<file path="config.mk">
export PLATFORM = sky130hd
export DESIGN_NAME = aie_exec
export DESIGN_NICKNAME = d
export VERILOG_FILES = /design/src/shared/aie_pkg.sv /design/src/verilog/aie_exec.sv
export VERILOG_INCLUDE_DIRS = /design/src /design/src/shared
export SDC_FILE = /design/constraint.sdc
export NUM_CORES = 1
export LEC_CHECK = 0
export BUFFER_PORTS_ARGS = -buffer_cell sky130_fd_sc_hd__clkbuf_2
export CAP_MARGIN = 20
export CORE_ASPECT_RATIO = 1.1
export CORE_MARGIN = 5
export CORE_UTILIZATION = 55
export DETAILED_ROUTE_END_ITERATION = 10
export GPL_TIMING_DRIVEN = 0
export PLACE_DENSITY = 0.83
export SYNTH_ARGS = -nofsm -noshare
export SYNTH_HDL_FRONTEND = slang
export SYNTH_SLANG_ARGS = --single-unit
export TNS_END_PERCENT = 20
</file>
<file path="constraint.sdc">
create_clock -name core_clk -period 5.2 [get_ports core_clk]
set_clock_uncertainty 0.05 [all_clocks]
set_input_delay 0.52 -clock core_clk [delete_from_list [all_inputs] [get_ports core_clk]]
set_output_delay 0.52 -clock core_clk [all_outputs]
set_load 0.05 [all_outputs]
</file>
<file path="src/shared/aie_defines.svh">
`ifndef AIE_DEFINES_SVH
`define AIE_DEFINES_SVH
// opcode patterns, top six bits of the 14-bit word; the watchdog clear word is all 14 bits
`define AIE_OPC_ADD_LIT 6'h3E
`define AIE_OPC_ADD_LIT_MASK 6'h3E
`define AIE_OPC_AND_LIT 6'h39
`define AIE_OPC_ADD_FILE 6'h07
`define AIE_OPC_AND_FILE 6'h05
`define AIE_OPC_INV_FILE 6'h09
`define AIE_OPC_DEC_FILE 6'h03
`define AIE_OPC_DEC_SKIP 6'h0B
`define AIE_WORD_CLR_WDOG 14'h0064
`define AIE_DEST_BIT 7
`define AIE_ACC_RST 8'h00
`define AIE_WDOG_CLEAR 8'h00
`endif

</file>
<file path="src/shared/aie_pkg.sv">
package aie_pkg;
  typedef struct packed {
    logic carry;
    logic half_carry;
    logic zero;
  } aie_flags_t;
  typedef struct packed {
    logic en;
    logic [6:0] addr;
    logic [7:0] data;
  } aie_file_wr_t;
  typedef enum logic [0:0] {
    AIE_EXEC = 1'b0,
    AIE_FLUSH = 1'b1
  } aie_state_t;
endpackage : aie_pkg

</file>
<file path="src/verilog/aie_exec.sv">
`include "aie_defines.svh"
// Overview of operation
// - literal add: acc plus literal into acc, carry, half-carry, zero updated.
// - literal and: acc and literal into acc, only zero updated.
// - file add: acc plus file register, carry, half-carry, zero updated.
// - file and: acc and file register, only zero updated.
// - destination bit 0 writes acc, 1 writes the file register back.
// - invert file register, route by destination bit, only zero updated.
// - decrement file register, route by destination, zero set when result zero.
// - decrement-and-skip routes result by destination, flags untouched.
// - skip on zero result discards fetched word, runs a no-op cycle.
// - watchdog clear word zeroes the watchdog counter and its prescaler.
// - watchdog clear sets watchdog-expiry and sleep flags to one.
// - every instruction here is one word, one cycle, except a taken skip.
module aie_exec (
  input wire logic core_clk, // core clock
  input wire logic rst, // async reset, active high
  input wire logic instr_valid, // fetched word valid this cycle
  input wire logic [13:0] instr_word, // fetched instruction word
  input wire logic [7:0] file_rdata, // addressed register value
  output logic [6:0] file_addr, // register address of current word
  output aie_pkg::aie_file_wr_t file_wr, // file register write
  output logic [7:0] acc, // accumulator
  output aie_pkg::aie_flags_t flags, // carry, half-carry, zero
  output logic watchdog_clear, // pulse: clear watchdog_counter and prescaler
  output logic watchdog_expiry_flag, // set by clear_watchdog_op
  output logic sleep_flag, // set by clear_watchdog_op
  output logic skip_busy, // high during discarded cycle
  output logic instr_done // pulse: instruction retired
);
  // ****************************************
  // decode
  // ****************************************
  logic [5:0] opc;
  logic [7:0] lit;
  logic dest_file;
  logic add_literal_to_acc_op;
  logic and_literal_op;
  logic add_file_op;
  logic and_acc_with_file_op;
  logic invert_file_op;
  logic dec_file_op;
  logic decrement_skip_zero_op;
  logic clear_watchdog_op;
  assign opc = instr_word[13:8];
  assign lit = instr_word[7:0];
  assign dest_file = instr_word[`AIE_DEST_BIT];
  assign file_addr = instr_word[6:0];
  assign add_literal_to_acc_op = (opc & `AIE_OPC_ADD_LIT_MASK) == `AIE_OPC_ADD_LIT;
  assign and_literal_op = opc == `AIE_OPC_AND_LIT;
  assign add_file_op = opc == `AIE_OPC_ADD_FILE;
  assign and_acc_with_file_op = opc == `AIE_OPC_AND_FILE;
  assign invert_file_op = opc == `AIE_OPC_INV_FILE;
  assign dec_file_op = opc == `AIE_OPC_DEC_FILE;
  assign decrement_skip_zero_op = opc == `AIE_OPC_DEC_SKIP;
  assign clear_watchdog_op = instr_word == `AIE_WORD_CLR_WDOG;

  // ****************************************
  // execute
  // ****************************************
  aie_pkg::aie_state_t state_ff, nxt_state;
  logic [7:0] acc_ff, nxt_acc;
  aie_pkg::aie_flags_t flags_ff, nxt_flags;
  aie_pkg::aie_file_wr_t wr_ff, nxt_wr;
  logic wdc_ff, nxt_wdc;
  logic wexp_ff, nxt_wexp;
  logic slp_ff, nxt_slp;
  logic done_ff, nxt_done;
  logic [8:0] sum;
  logic [4:0] low_sum;
  logic [7:0] opnd;
  logic [7:0] file_val;
  logic [7:0] res;
  logic route;
  logic go;

  always_comb begin
    go = instr_valid && (state_ff == aie_pkg::AIE_EXEC);
    // forward pending write
    // write lands one edge late; a back-to-back word must see it
    file_val = (wr_ff.en && (wr_ff.addr == file_addr)) ? wr_ff.data : file_rdata;
    opnd = (add_literal_to_acc_op || and_literal_op) ? lit : file_val;
    sum = {1'b0, acc_ff} + {1'b0, opnd};
    low_sum = {1'b0, acc_ff[3:0]} + {1'b0, opnd[3:0]};
    nxt_state = aie_pkg::AIE_EXEC;
    nxt_acc = acc_ff;
    nxt_flags = flags_ff;
    nxt_wr = '0;
    nxt_wdc = 1'b0;
    nxt_wexp = wexp_ff;
    nxt_slp = slp_ff;
    nxt_done = 1'b0;
    res = 8'h00;
    route = 1'b0;
    unique case (state_ff)
      aie_pkg::AIE_FLUSH: begin
        nxt_done = 1'b1;
      end
      aie_pkg::AIE_EXEC: begin
        if (go) begin
          nxt_done = 1'b1;
          if (add_literal_to_acc_op || add_file_op) begin
            res = sum[7:0];
            nxt_flags.carry = sum[8];
            nxt_flags.half_carry = low_sum[4];
            nxt_flags.zero = res == 8'h00;
            route = add_file_op;
          end else if (and_literal_op || and_acc_with_file_op) begin
            res = acc_ff & opnd;
            nxt_flags.zero = res == 8'h00;
            route = and_acc_with_file_op;
          end else if (invert_file_op) begin
            res = ~file_val;
            nxt_flags.zero = res == 8'h00;
            route = 1'b1;
          end else if (dec_file_op) begin
            res = file_val - 8'h01;
            nxt_flags.zero = res == 8'h00;
            route = 1'b1;
          end else if (decrement_skip_zero_op) begin
            res = file_val - 8'h01;
            route = 1'b1;
            if (res == 8'h00) begin
              nxt_state = aie_pkg::AIE_FLUSH;
              nxt_done = 1'b0;
            end
          end else if (clear_watchdog_op) begin
            nxt_wdc = 1'b1;
            nxt_wexp = 1'b1;
            nxt_slp = 1'b1;
          end
          if (route && dest_file) begin
            nxt_wr = '{en: 1'b1, addr: file_addr, data: res};
          end else if (route || add_literal_to_acc_op || and_literal_op) begin
            nxt_acc = res;
          end
        end
      end
    endcase
  end

  always_ff @(posedge core_clk or posedge rst) begin
    if (rst) begin
      state_ff <= aie_pkg::AIE_EXEC;
      acc_ff <= `AIE_ACC_RST;
      flags_ff <= '0;
      wr_ff <= '0;
      wdc_ff <= 1'b0;
      wexp_ff <= 1'b1;
      slp_ff <= 1'b1;
      done_ff <= 1'b0;
    end else begin
      state_ff <= nxt_state;
      acc_ff <= nxt_acc;
      flags_ff <= nxt_flags;
      wr_ff <= nxt_wr;
      wdc_ff <= nxt_wdc;
      wexp_ff <= nxt_wexp;
      slp_ff <= nxt_slp;
      done_ff <= nxt_done;
    end
  end

  assign acc = acc_ff;
  assign flags = flags_ff;
  assign file_wr = wr_ff;
  assign watchdog_clear = wdc_ff;
  assign watchdog_expiry_flag = wexp_ff;
  assign sleep_flag = slp_ff;
  assign skip_busy = state_ff == aie_pkg::AIE_FLUSH;
  assign instr_done = done_ff;
endmodule : aie_exec
</file>
==> results by group, run 1 <==
Setup path
  • Slowest cell on crit path: or3b_1
  • Max stage delay on crit path: between 0.4 and 0.5 ns
  • Crit Path Class: in2reg
  • Cells along the critical path: clkbuf_1 > or3b_1 > a21o_1 > clkbuf_1 > a21oi_1 > ha_1 > inv_1 > fa_1 > nand2b_1 > a211oi_1 > o31ai_1 > a211oi_1 > nand4_1 > a31oi_1 > o21a_1
  • Crit path required time: between 5 and 6 ns
  • Element type at the critical path start: input pin
  • Crit path DAT: 4.12 ns
  • Worst Path Max Fanout: 10
  • Crit end category: flop

Outcome
  • Outcome: finished clean

Clocking
  • Sink Count: 30
  • Reg clk slew, reported paths: 0.07 ns
  • Root buf cell: clkbuf_8
  • CTS tree: done
  • Clock Latency Late Sink: 0.29 ns
  • Resize count post-CTS: 0
  • Clk buf depth: 2
  • Hold buffer count at cts: 0
  • CTS Buf Count: 5
  • H-tree depth: 2
  • Post-CTS Setup Repair Bufs: 0

Place
  • DP HPWL: around 5500 um
  • Quantity of I/O buffers inserted on ports: between 50 and 60
  • Routability Congestion: 0.983

Layout
  • Most frequent cells in the layout: 59 x clkbuf_2, 38 x nor2_1, 30 x dfrtp_1, 19 x a21oi_1, 18 x nand2_1
  • Final design utilization: between 60% and 70%
  • Antenna Cells: 0
  • Area grow syn2layout: 19.0%
  • Commonest non-fill, non-tap cell in the layout: clkbuf_2
  • Layout cells sized above 1: roughly a quarter
  • Post-layout nets: ~390

STA
  • Fin Setup TNS: 0 ns
  • Relative slew slack: between 40% and 50%
  • Final worst path period share: between 70% and 80%
  • Unrepaired setup endpoints after global routing: no
  • # setup viols final: 0
  • Final Max Tran Viols: 0
  • Final Critical Period: about 3.9 ns
  • Worst Tran Pin Value: 0.824 ns
  • Hold Vio Cnt, Final: 0
  • Fmax: around 0.25 GHz

Routing
  • Routed Wire Length: just under 7000 um
  • Detail Route Antenna Nets: 0
  • Mean routed wirelength per cell: approximately 17 um
  • DR DRC count: 0
  • DR pass1 iterations: 5
  • Vias post-DR: roughly 2400
  • Via-to-Cell Ratio: 5.95
  • Initial DRC count: about 190

Pwr
  • Leak Pwr: around 1.4 nW
  • Psw: 0.000222 W
  • Pint: between 0.0003 and 0.0004 W
  • Pwr dens: 214 nW/um^2
  • Clock Power Share: 28.2%
  • Sw frac: a little over a third
  • Sequential power share: about 41%
  • Logic pwr share: between 30% and 40%
  • Maximum vdd drop: 0.180 mV

Floorplanning
  • Core area: about 4300 sq um
  • Die height: 79.6 um
  • Initial Util: 56.6%
  • Chip Width: 73.3 um
  • I/O Pins: 64
  • # rows: 25
  • Die area: ~6000 sq um

Global route
  • Congestion Overflow GR: 0
  • Pin count of the biggest net entering global routing: 17
  • First-pass GRT wire length: between 10000 and 15000 um
  • Gr usage total: 25.7%
  • Number of global-route vias before repair: between 2000 and 2500
  • Antenna violations before repair: 0

Synth
  • Post-synth EDFFs: 0
  • Synth Instances: around 280
  • Sequential area share after synthesis: a little under a third
  • Yosys warns: 0
  • Post-Syn Area: 2420 sq um
  • Post-synth cell types: 57
  • Avg Cell Area, Syn: 8.62 sq um
  • Main synth FF type: dfrtp_1
  • Async S/R FF share, synth: between 90% and 100%
  • Synthesis-stage register bit count: 30

Run
  • Max cap viols: 0

Worst hold path
  • Worst hold-check path type: in2async
==> per-stage QoR <==
| step | std cells | area [sq um] | power (W) | hold WS [ns] | setup WS [ns] |
|---|---|---|---|---|---|
| 3_5_place_dp | 396 | 2810 | 0.000445 | 0.447 | 1.03 |
| 3_3_place_gp | 395 | 2790 | 0.000439 | 0.429 | 1.15 |
| 2_1_floorplan | 282 | 2430 | 0.000392 | 0.561 | 1.58 |
| 5_1_grt | 403 | 2880 | 0.000649 | 0.315 | 0.930 |
| 6_report | 403 | 2880 | 0.000618 | 0.244 | 1.26 |
| 4_1_cts | 403 | 2880 | 0.000618 | 0.260 | 1.32 |
==> sequential cells by signal, summed over array words and instances (netlist names) <==
register,flops
flags,3
skip_busy,1
watchdog_clear,1
acc,8
file_wr,16
instr_done,1
==> final timing paths <==
check	start	to	slack, ns	cells after the start
setup / recovery	instr_word[10]	flags[0]	1.26	15
setup reg to reg	file_wr[12]	flags[0]	1.28	16
hold reg to reg	flags[1]	flags[1]	0.46	1
min in group core_clk	instr_valid	instr_done	0.42	2
max in group asynchronous	rst	file_wr[11]	4.33	3
hold / removal	rst	flags[2]	0.24	2
==> final cells by class <==
cell class | count | area (sq um)
timing repair buffer | 60 | 310
fill | 363 | 1400
tap | 54 | 67.6
clock inverter | 2 | 10.0
buffer | 14 | 90.1
clock buffer | 5 | 68.8
inverter | 9 | 33.8
sequential | 30 | 751
multi-input combinational | 229 | 1550
==> routing by layer <==
metal,GRT usage (%),vias to the layer above,share of wire [%]
met1,32.7,1113,41
met5,0,-,0
met3,4.53,24,7.3
met4,10.9,0,3.5
li1,-,1148,-
met2,42.4,111,48
==> cells by family (layout without fill, tap and decap cells) <==
kind of cell,count (synthesis),in the layout,synth area share (%)
AO/OA/AOI/OAI,65,65,18.2
XOR/XNOR,18,18,6.50
adder cells (fa/ha/maj),12,12,6.50
buffers and inverters,23,90,5.11
flip-flops,30,30,31.0
multiplexers,16,16,6.87
other,1,2,0.155
AND/OR/NAND/NOR,116,116,25.7
==> power groups by stage <==
stage | registers [W] | logic [W] | clock network, W
floorplan | 0.000289 | 0.000103 | 0
global placement | 0.000255 | 0.000185 | 0
detailed placement | 0.000255 | 0.000191 | 0
CTS | 0.000251 | 0.000192 | 0.000176
global route | 0.000252 | 0.000211 | 0.000186
finish | 0.000251 | 0.000193 | 0.000174
==> Yosys cell counts (all sizes together) (2+ instances only) <==
master | instances | area share (%)
nor3 | 9 | 2.1
xnor2 | 17 | 6.1
o31ai | 2 | 0.62
dfrtp | 30 | 31
a211oi | 5 | 1.5
nand3 | 7 | 1.4
ha | 11 | 5.7
nor4b | 2 | 0.72
mux2 | 5 | 2.3
a22o | 2 | 0.72
o21ai | 11 | 2.3
inv | 9 | 1.4
nand2b | 4 | 1.0
a21oi | 19 | 3.9
buf | 10 | 3.1
mux2i | 11 | 4.5
or3 | 3 | 0.77
nor2 | 39 | 6.7
nor4 | 3 | 0.77
nand4 | 6 | 2.1
and2 | 10 | 2.6
or2 | 3 | 0.77
a21o | 3 | 0.93
or4 | 4 | 1.2
nor3b | 2 | 0.83
nand4b | 2 | 0.72
a222oi | 3 | 1.2
o21a | 5 | 1.5
nand2 | 18 | 2.8
clkbuf | 4 | 0.62
nor2b | 2 | 0.52
==> worst max-delay path, delay by kind of cell <==
family | cells | cell delay (ns)
compound gates | 7 | 1.62
fa+ha+maj | 2 | 0.63
simple gates | 3 | 0.85
buf+inv | 3 | 0.50
No activity file was read; power rests on OpenSTA's default activity.
==> run 2: changes to the inputs <==
--- a/config.mk
+++ b/config.mk
@@ -10,10 +10,10 @@
 export CAP_MARGIN = 20
 export CORE_ASPECT_RATIO = 1.1
 export CORE_MARGIN = 5
-export CORE_UTILIZATION = 55
+export CORE_UTILIZATION = 53
 export DETAILED_ROUTE_END_ITERATION = 10
 export GPL_TIMING_DRIVEN = 0
-export PLACE_DENSITY = 0.83
+export PLACE_DENSITY = 0.8
 export SYNTH_ARGS = -nofsm -noshare
 export SYNTH_HDL_FRONTEND = slang
 export SYNTH_SLANG_ARGS = --single-unit
==> constraint.sdc (replaced) <==
create_clock -name core_clk -period 3.9 [get_ports core_clk]
set_clock_uncertainty 0.05 [all_clocks]
set_input_delay 0.39 -clock core_clk [delete_from_list [all_inputs] [get_ports core_clk]]
set_output_delay 0.39 -clock core_clk [all_outputs]
set_load 0.05 [all_outputs]
==> run 2 against run 1 <==
Against the previous run:
- largest power group unchanged
- critical endpoint is now file_wr[7]
- cell count up 0.74%
- first-iteration DRC count increased by 55%
- non-clock buffer count rose by 2
- critical path type is now reg2reg
==> results by group, run 2 (same netlist as run 1, synthesis figures left out) <==
Outcome
  • Outcome: finished clean

STA
  • Hold Vio Cnt, Final: 0 (unchanged)
  • Final Max Tran Viols: 0 (unchanged)
  • Final worst path period share: a little over nine tenths
  • Fmax: 0.268 GHz
  • Relative slew slack: 47.1% (+2.6 points)
  • Setup ws final: 0.166 ns (-1.09 ns)
  • Final Critical Period: 3.73 ns
  • Worst Tran Pin Value: 0.786 ns (-0.0388 ns)
  • Fin Setup TNS: 0 ns (unchanged)
  • # setup viols final: 0 (unchanged)

Setup path
  • Capturing point of the worst reg2reg path: file_wr[7]
  • Crit path DAT: 3.84 ns (-0.28 ns)
  • Reg2Reg Setup Slack: 0.17 ns (-1.11 ns)
  • Element type at the critical path start: flop
  • FF-to-FF Start: file_wr[8]
  • Crit Path Class: reg2reg
  • Crit path required time: 4.01 ns (-1.37 ns)
  • Crit end category: flop
  • Worst Path Max Fanout: 6 (-4)
  • R2R depth: 14 (-2)

Clocking
  • Clk buf depth: 2 (unchanged)
  • CTS tree: done
  • Hold buffer count at cts: 0 (unchanged)
  • CTS Buf Count: 5 (unchanged)
  • Clock Latency Late Sink: 0.29 ns (about the same)
  • H-tree depth: 2 (unchanged)
  • Reg clk slew, reported paths: 0.06 ns (about the same)
  • Sink Count: 30 (unchanged)
  • Root buf cell: clkbuf_8

Global route
  • Number of global-route vias before repair: 2306 (-1.4%)
  • Antenna violations before repair: 0 (unchanged)
  • First-pass GRT wire length: 11400 um (-1.1%)
  • Gr usage total: 25.0% (-0.71 points)
  • Pin count of the biggest net entering global routing: 17 (unchanged)
  • Global route hottest layer: met2
  • GR Util met1: 32.1% (-0.61 points)
  • Met3 GRT Util: 3.96% (-0.57 points)
  • Met2 Use GR: 40.8% (-1.6 points)
  • Congestion Overflow GR: 0 (unchanged)

Worst hold path
  • Worst hold-check path type: in2async

Floorplanning
  • Die area: 6030 sq um (+3.3%)
  • Initial Util: 55.3% (-1.2 points)
  • I/O Pins: 64 (unchanged)
  • # rows: 25 (unchanged)
  • Chip Width: 74.5 um (+1.6%)
  • Core area: 4380 sq um (+2.2%)
  • Die height: 80.9 um (+1.6%)

Routing
  • Routed Wire Length: 7150 um (+4.6%)
  • Vias post-DR: 2500 (+4.3%)
  • Mean routed wirelength per cell: 17.6 um (+3.8%)
  • DR DRC count: 0 (unchanged)
  • DR pass1 iterations: 6 (+1)
  • Detail Route Antenna Nets: 0 (unchanged)
  • Via-to-Cell Ratio: 6.16 (+3.6%)
  • Initial DRC count: 288 (+55%)

Place
  • DP HPWL: 5520 um (about the same)
  • Pre-CTS setup slack: -0.179 ns (-1.21 ns)
  • Quantity of I/O buffers inserted on ports: 59 (unchanged)
  • Routability Congestion: 0.976 (-0.74%)

Pwr
  • Pwr dens: 292 nW/um^2 (+36%)
  • Leak Pwr: 1.37 nW (+1.2%)
  • Maximum vdd drop: 0.250 mV (+39%)

Layout
  • Commonest non-fill, non-tap cell in the layout: clkbuf_2
  • Layout cells sized above 1: 27.6% (+2.1 points)
  • Antenna Cells: 0 (unchanged)
  • Max reg flops: 16 (unchanged)
  • Most frequent cells in the layout: 59 x clkbuf_2, 38 x nor2_1, 30 x dfrtp_1, 18 x nand2_1, 18 x a21oi_1
  • Post-layout nets: 388 (+0.52%)
  • Area grow syn2layout: 21.4%

Run
  • Max cap viols: 0 (unchanged)
-- run 2: report_power, final --
part           switching, W  total [W]  leakage, nW  internal [W]
registers        0.00000982   0.000334        0.411      0.000324
clock network      0.000120   0.000262       0.0482      0.000142
logic              0.000177   0.000264        0.908     0.0000863
-- run 2: worst max-delay path by stage --
stage | cells after the start | from | slack, ns | endpoint
6_report | 14 | file_wr[8] | 0.17 | file_wr[7]
3_5_place_dp | 17 | instr_word[4] | -0.18 | flags[0]
3_3_place_gp | 17 | instr_word[2] | -0.04 | flags[0]
2_1_floorplan | 16 | file_wr[10] | 0.28 | flags[0]
4_1_cts | 16 | file_wr[14] | 0.07 | flags[0]
5_1_grt | 14 | file_wr[13] | -0.04 | acc[7]
-- run 2: final cells by class --
type | instances | area (sq um)
clock inverter | 1 | 5.00
fill | 374 | 1440
multi-input combinational | 229 | 1580
clock buffer | 7 | 86.3
inverter | 9 | 33.8
tap | 54 | 67.6
buffer | 14 | 93.8
timing repair buffer | 62 | 325
sequential | 30 | 751
-- run 2: critical path, stage by stage (launching register included) --
cell,delay (ns)
dfrtp_1,0.40
xnor2_1,0.21
nand4_2,0.19
nor2_8,0.16
buf_4,0.19
mux2_1,0.39
nor2_1,0.11
nor2_1,0.07
ha_1,0.26
or3_1,0.39
a211oi_1,0.27
nor3_1,0.13
or2_2,0.28
a221oi_1,0.40
nor2_1,0.10
-- run 2: timing repair --
action | CTS | global route
endpoints found under the setup margin | 1 | 8
gates resized for setup | 1 | 7
hold endpoints to repair | 0 | 0
pin swaps | 0 | 6
buffers inserted | 0 | 2
-- run 2: metal layers --
layer | share of wire [%] | up-vias
met5 | 0 | -
met1 | 40 | 1195
met3 | 7.6 | 27
met4 | 4.2 | 0
met2 | 48 | 125
li1 | - | 1153
-- run 2: stage by stage --
step	std cells	total power, W	hold slack [ns]	utilization (%)	instance area, sq um
after detailed placement	396	0.000593	0.430	64.1	2810
after floorplan	282	0.000523	0.431	-	2430
after global routing	406	0.000901	0.182	67.2	2940
after CTS	404	0.000856	0.120	66.3	2900
final	406	0.000860	0.108	67.2	2940
after global placement	395	0.000586	0.433	63.7	2790
==> run 3: changes to the inputs <==
--- a/config.mk
+++ b/config.mk
@@ -6,11 +6,12 @@
 export SDC_FILE = /design/constraint.sdc
 export NUM_CORES = 1
 export LEC_CHECK = 0
+export ABC_AREA = 1
 export BUFFER_PORTS_ARGS = -buffer_cell sky130_fd_sc_hd__clkbuf_2
 export CAP_MARGIN = 20
 export CORE_ASPECT_RATIO = 1.1
 export CORE_MARGIN = 5
-export CORE_UTILIZATION = 53
+export CORE_UTILIZATION = 54
 export DETAILED_ROUTE_END_ITERATION = 10
 export GPL_TIMING_DRIVEN = 0
 export PLACE_DENSITY = 0.8
==> run 3 against run 2 <==
Against the previous run:
- global-route usage shrank 1.2 points
- critical endpoint is now acc[6]
- area after synthesis rose by 9.9%
- clock power is 5% lower
- via count increased by 11%
- largest cell class unchanged
- largest power group unchanged
- synthesized cell count rose by 43%
- first-iteration DRC count down 42%
- routed wire length increased by 5.5%
- highest routed layer unchanged
- die area up 6.8%
- setup slack better by 0.23 ns
==> results by group, run 3 <==
Clocking
  • Clock Latency Late Sink: 0.28 ns (about the same)
  • Post-CTS Setup Repair Bufs: 0 (unchanged)
  • Resize count post-CTS: 0 (-1)
  • Sink Count: 30 (unchanged)
  • Clk buf depth: 2 (unchanged)
  • CTS tree: done
  • Root buf cell: clkbuf_8
  • Hold buffer count at cts: 0 (unchanged)
  • Reg clk slew, reported paths: 0.06 ns (about the same)
  • H-tree depth: 2 (unchanged)
  • CTS Buf Count: 5 (unchanged)

Pwr
  • Power Total: 0.000915 W (+6.3%)
  • Pwr dens: 290 nW/um^2 (-0.76%)
  • Psw: 0.000355 W (+15%)
  • Clock Power Share: 27.1% (-3.4 points)
  • Logic pwr share: 35.2% (+4.6 points)
  • Leak Pwr: 1.79 nW (+31%)
  • Sequential power share: 37.7% (-1.2 points)
  • Maximum vdd drop: 0.258 mV (+3.4%)
  • Pint: 0.000560 W (+1.3%)
  • Sw frac: 38.8% (+3.0 points)

Global route
  • Antenna violations before repair: 0 (unchanged)
  • Congestion Overflow GR: 0 (unchanged)
  • Gr usage total: 23.7% (-1.2 points)
  • Number of global-route vias before repair: 2771 (+20%)
  • First-pass GRT wire length: 12700 um (+11%)
  • Pin count of the biggest net entering global routing: 17 (unchanged)

Synth
  • Area fraction of the dominant cell type after synthesis: 28.2% (-2.8 points)
  • Sequential area share after synthesis: 28.2% (-2.8 points)
  • Largest area contributor in the netlist: dfrtp_1
  • Post-synth cell types: 37 (-35%)
  • Post-synth EDFFs: 0 (unchanged)
  • Synthesis-stage register bit count: 30 (unchanged)
  • Async S/R FF share, synth: 100% (unchanged)
  • Avg Cell Area, Syn: 6.61 sq um (-23%)
  • Yosys warns: 0 (unchanged)
  • Post-Syn Area: 2660 sq um (+9.9%)
  • Top-count cell post-synth: nand2_1
  • Top cells by area, synth: dfrtp_1 28%, nand2_1 19%, inv_1 7.6%
  • Main synth FF type: dfrtp_1
  • Commonest cells in the netlist: 136 x nand2_1, 54 x inv_1, 30 x dfrtp_1, 27 x nor2_1, 20 x nand3_1
  • Synth Instances: 403 (+43%)

Layout
  • Max reg flops: 16 (unchanged)
  • Antenna Cells: 0 (unchanged)
  • Multi-input gate area: 1600 sq um (+1.3%)
  • Post-layout nets: 510 (+31%)
  • Fillers: 455 (+22%)
  • Layout cells sized above 1: 25.8% (-1.7 points)
  • Area grow syn2layout: 18.4%
  • Commonest non-fill, non-tap cell in the layout: nand2_1
  • Sequential cell area: 751 sq um (unchanged)
  • Most frequent cells in the layout: 136 x nand2_1, 61 x clkbuf_2, 54 x inv_1, 30 x dfrtp_1, 27 x nor2_1

Routing
  • Via-to-Cell Ratio: 5.27 (-14%)
  • DR pass1 iterations: 5 (-1)
  • Vias post-DR: 2780 (+11%)
  • Detail Route Antenna Nets: 0 (unchanged)
  • DR DRC count: 0 (unchanged)
  • Routed Wire Length: 7550 um (+5.5%)
  • Initial DRC count: 167 (-42%)
  • Mean routed wirelength per cell: 14.3 um (-19%)

STA
  • Final worst path period share: 89.8% (-5.9 points)
  • Fin Hold WS: 0.146 ns (+0.0376 ns)
  • Final Max Tran Viols: 0 (unchanged)
  • Relative slew slack: 53.1% (+6.0 points)
  • Hold Vio Cnt, Final: 0 (unchanged)
  • Fin Setup TNS: 0 ns (unchanged)
  • Unrepaired setup endpoints after global routing: no
  • # setup viols final: 0 (unchanged)
  • Fmax: 0.285 GHz (+6.6%)
  • Final Critical Period: 3.50 ns (-0.231 ns)
  • Worst Tran Pin Value: 0.703 ns (-0.0832 ns)

Floorplanning
  • Die area: 6440 sq um (+6.8%)
  • # rows: 26 (+4.0%)
  • Chip Width: 77.0 um (+3.3%)
  • I/O Pins: 64 (unchanged)
  • Initial Util: 56.4% (+1.1 points)
  • Die height: 83.6 um (+3.4%)
  • Core area: 4720 sq um (+7.7%)

Place
  • DP HPWL: 6260 um (+13%)
  • Quantity of I/O buffers inserted on ports: 61 (+3.4%)
  • Routability Congestion: 0.923 (-5.4%)

Setup path
  • Crit Path Class: reg2reg
  • Crit end category: flop
  • Crit path required time: 4.07 ns (+0.06 ns)
  • Worst Path Max Fanout: 9 (+3)
  • Element type at the critical path start: flop
  • Crit path DAT: 3.67 ns (-0.17 ns)

Worst hold path
  • Worst hold-check path type: in2async

Outcome
  • Outcome: finished clean

Run
  • Max cap viols: 0 (unchanged)
run 3: cell count changes in the layout (fill, tap and decap cells not counted), sizes merged, moves of 5 or more:
cell     previous run  this run
and2               10         0
nand2              18       152
nand3               7        21
nand3b              1         6
a21oi              19        13
mux2                5         0
o2111ai             0         6
o21ai              11        17
mux2i              11         0
inv                 9        64
xnor2              17         2
o21a                5         0
run 3: worst paths after layout:
kind / to / from / cells past startpoint / slack (ns)
max: acc[6] / file_wr[8] / 20 / 0.40
max reg2reg: acc[6] / file_wr[8] / 20 / 0.40
min reg2reg: instr_done / skip_busy / 2 / 0.45
max in group asynchronous: file_wr[2] / rst / 3 / 3.14
min in group core_clk: instr_done / instr_valid / 3 / 0.28
min: acc[1] / rst / 2 / 0.15
run 3: power by group through the flow:
stage | registers (W) | logic, W | clock network [W]
after floorplan | 0.000417 | 0.000167 | 0
after CTS | 0.000344 | 0.000322 | 0.000254
after global routing | 0.000347 | 0.000353 | 0.000266
final | 0.000345 | 0.000322 | 0.000248
after global placement | 0.000349 | 0.000310 | 0
after detailed placement | 0.000350 | 0.000320 | 0
run 3: critical path, cell delays in order (launching register included):
cell       delay (ns)
dfrtp_1          0.39
inv_1            0.06
nand2_1          0.05
nand2_1          0.08
nand2_1          0.13
nor2_8           0.21
nand2_4          0.12
nand2_1          0.12
nand2_4          0.10
o21ai_0          0.22
ha_1             0.27
inv_1            0.07
fa_1             0.41
nor2_1           0.12
a211oi_1         0.09
o21ai_0          0.21
a21oi_1          0.12
xor2_1           0.17
o2111ai_1        0.28
nand2_1          0.08
nand2_1          0.07
run 3: layer usage:
layer / track usage, % / wire [um] / up-vias
met5: 0 / 0 / -
met4: 5.72 / 89 / 0
met3: 3.46 / 434 / 10
met2: 42.7 / 3860 / 100
met1: 29.4 / 3160 / 1269
li1: - / - / 1401
run 3: cells by family (layout without fill, tap and decap cells):
| group | Yosys count | in the layout | share of synthesized area [%] |
|---|---|---|---|
| AND/OR/NAND/NOR | 237 | 237 | 42.2 |
| buffers and inverters | 75 | 143 | 11.8 |
| AO/OA/AOI/OAI | 41 | 41 | 9.40 |
| flip-flops | 30 | 30 | 28.2 |
| adder cells (fa/ha/maj) | 12 | 12 | 5.92 |
| XOR/XNOR | 7 | 7 | 2.30 |
| other | 1 | 2 | 0.141 |
run 3: cell type report:
| cell class | count | share of cell area [%] |
|---|---|---|
| Multi-Input combinational cell | 299 | 50.8 |
| Timing Repair Buffer | 62 | 10.6 |
| Tap cell | 56 | 2.22 |
| Sequential cell | 30 | 23.8 |
| Inverter | 65 | 7.74 |
| Clock buffer | 6 | 2.62 |
| Buffer | 10 | 2.26 |
run 3: per-stage QoR:
stage	area [sq um]	cells	worst slack, ns	util (%)
6_report	3150	528	0.397	66.8
5_1_grt	3150	528	0.0982	66.8
4_1_cts	3150	528	0.429	66.8
3_5_place_dp	3070	522	0.243	65.1
3_3_place_gp	3040	521	0.301	64.5
2_1_floorplan	2670	404	0.622	-
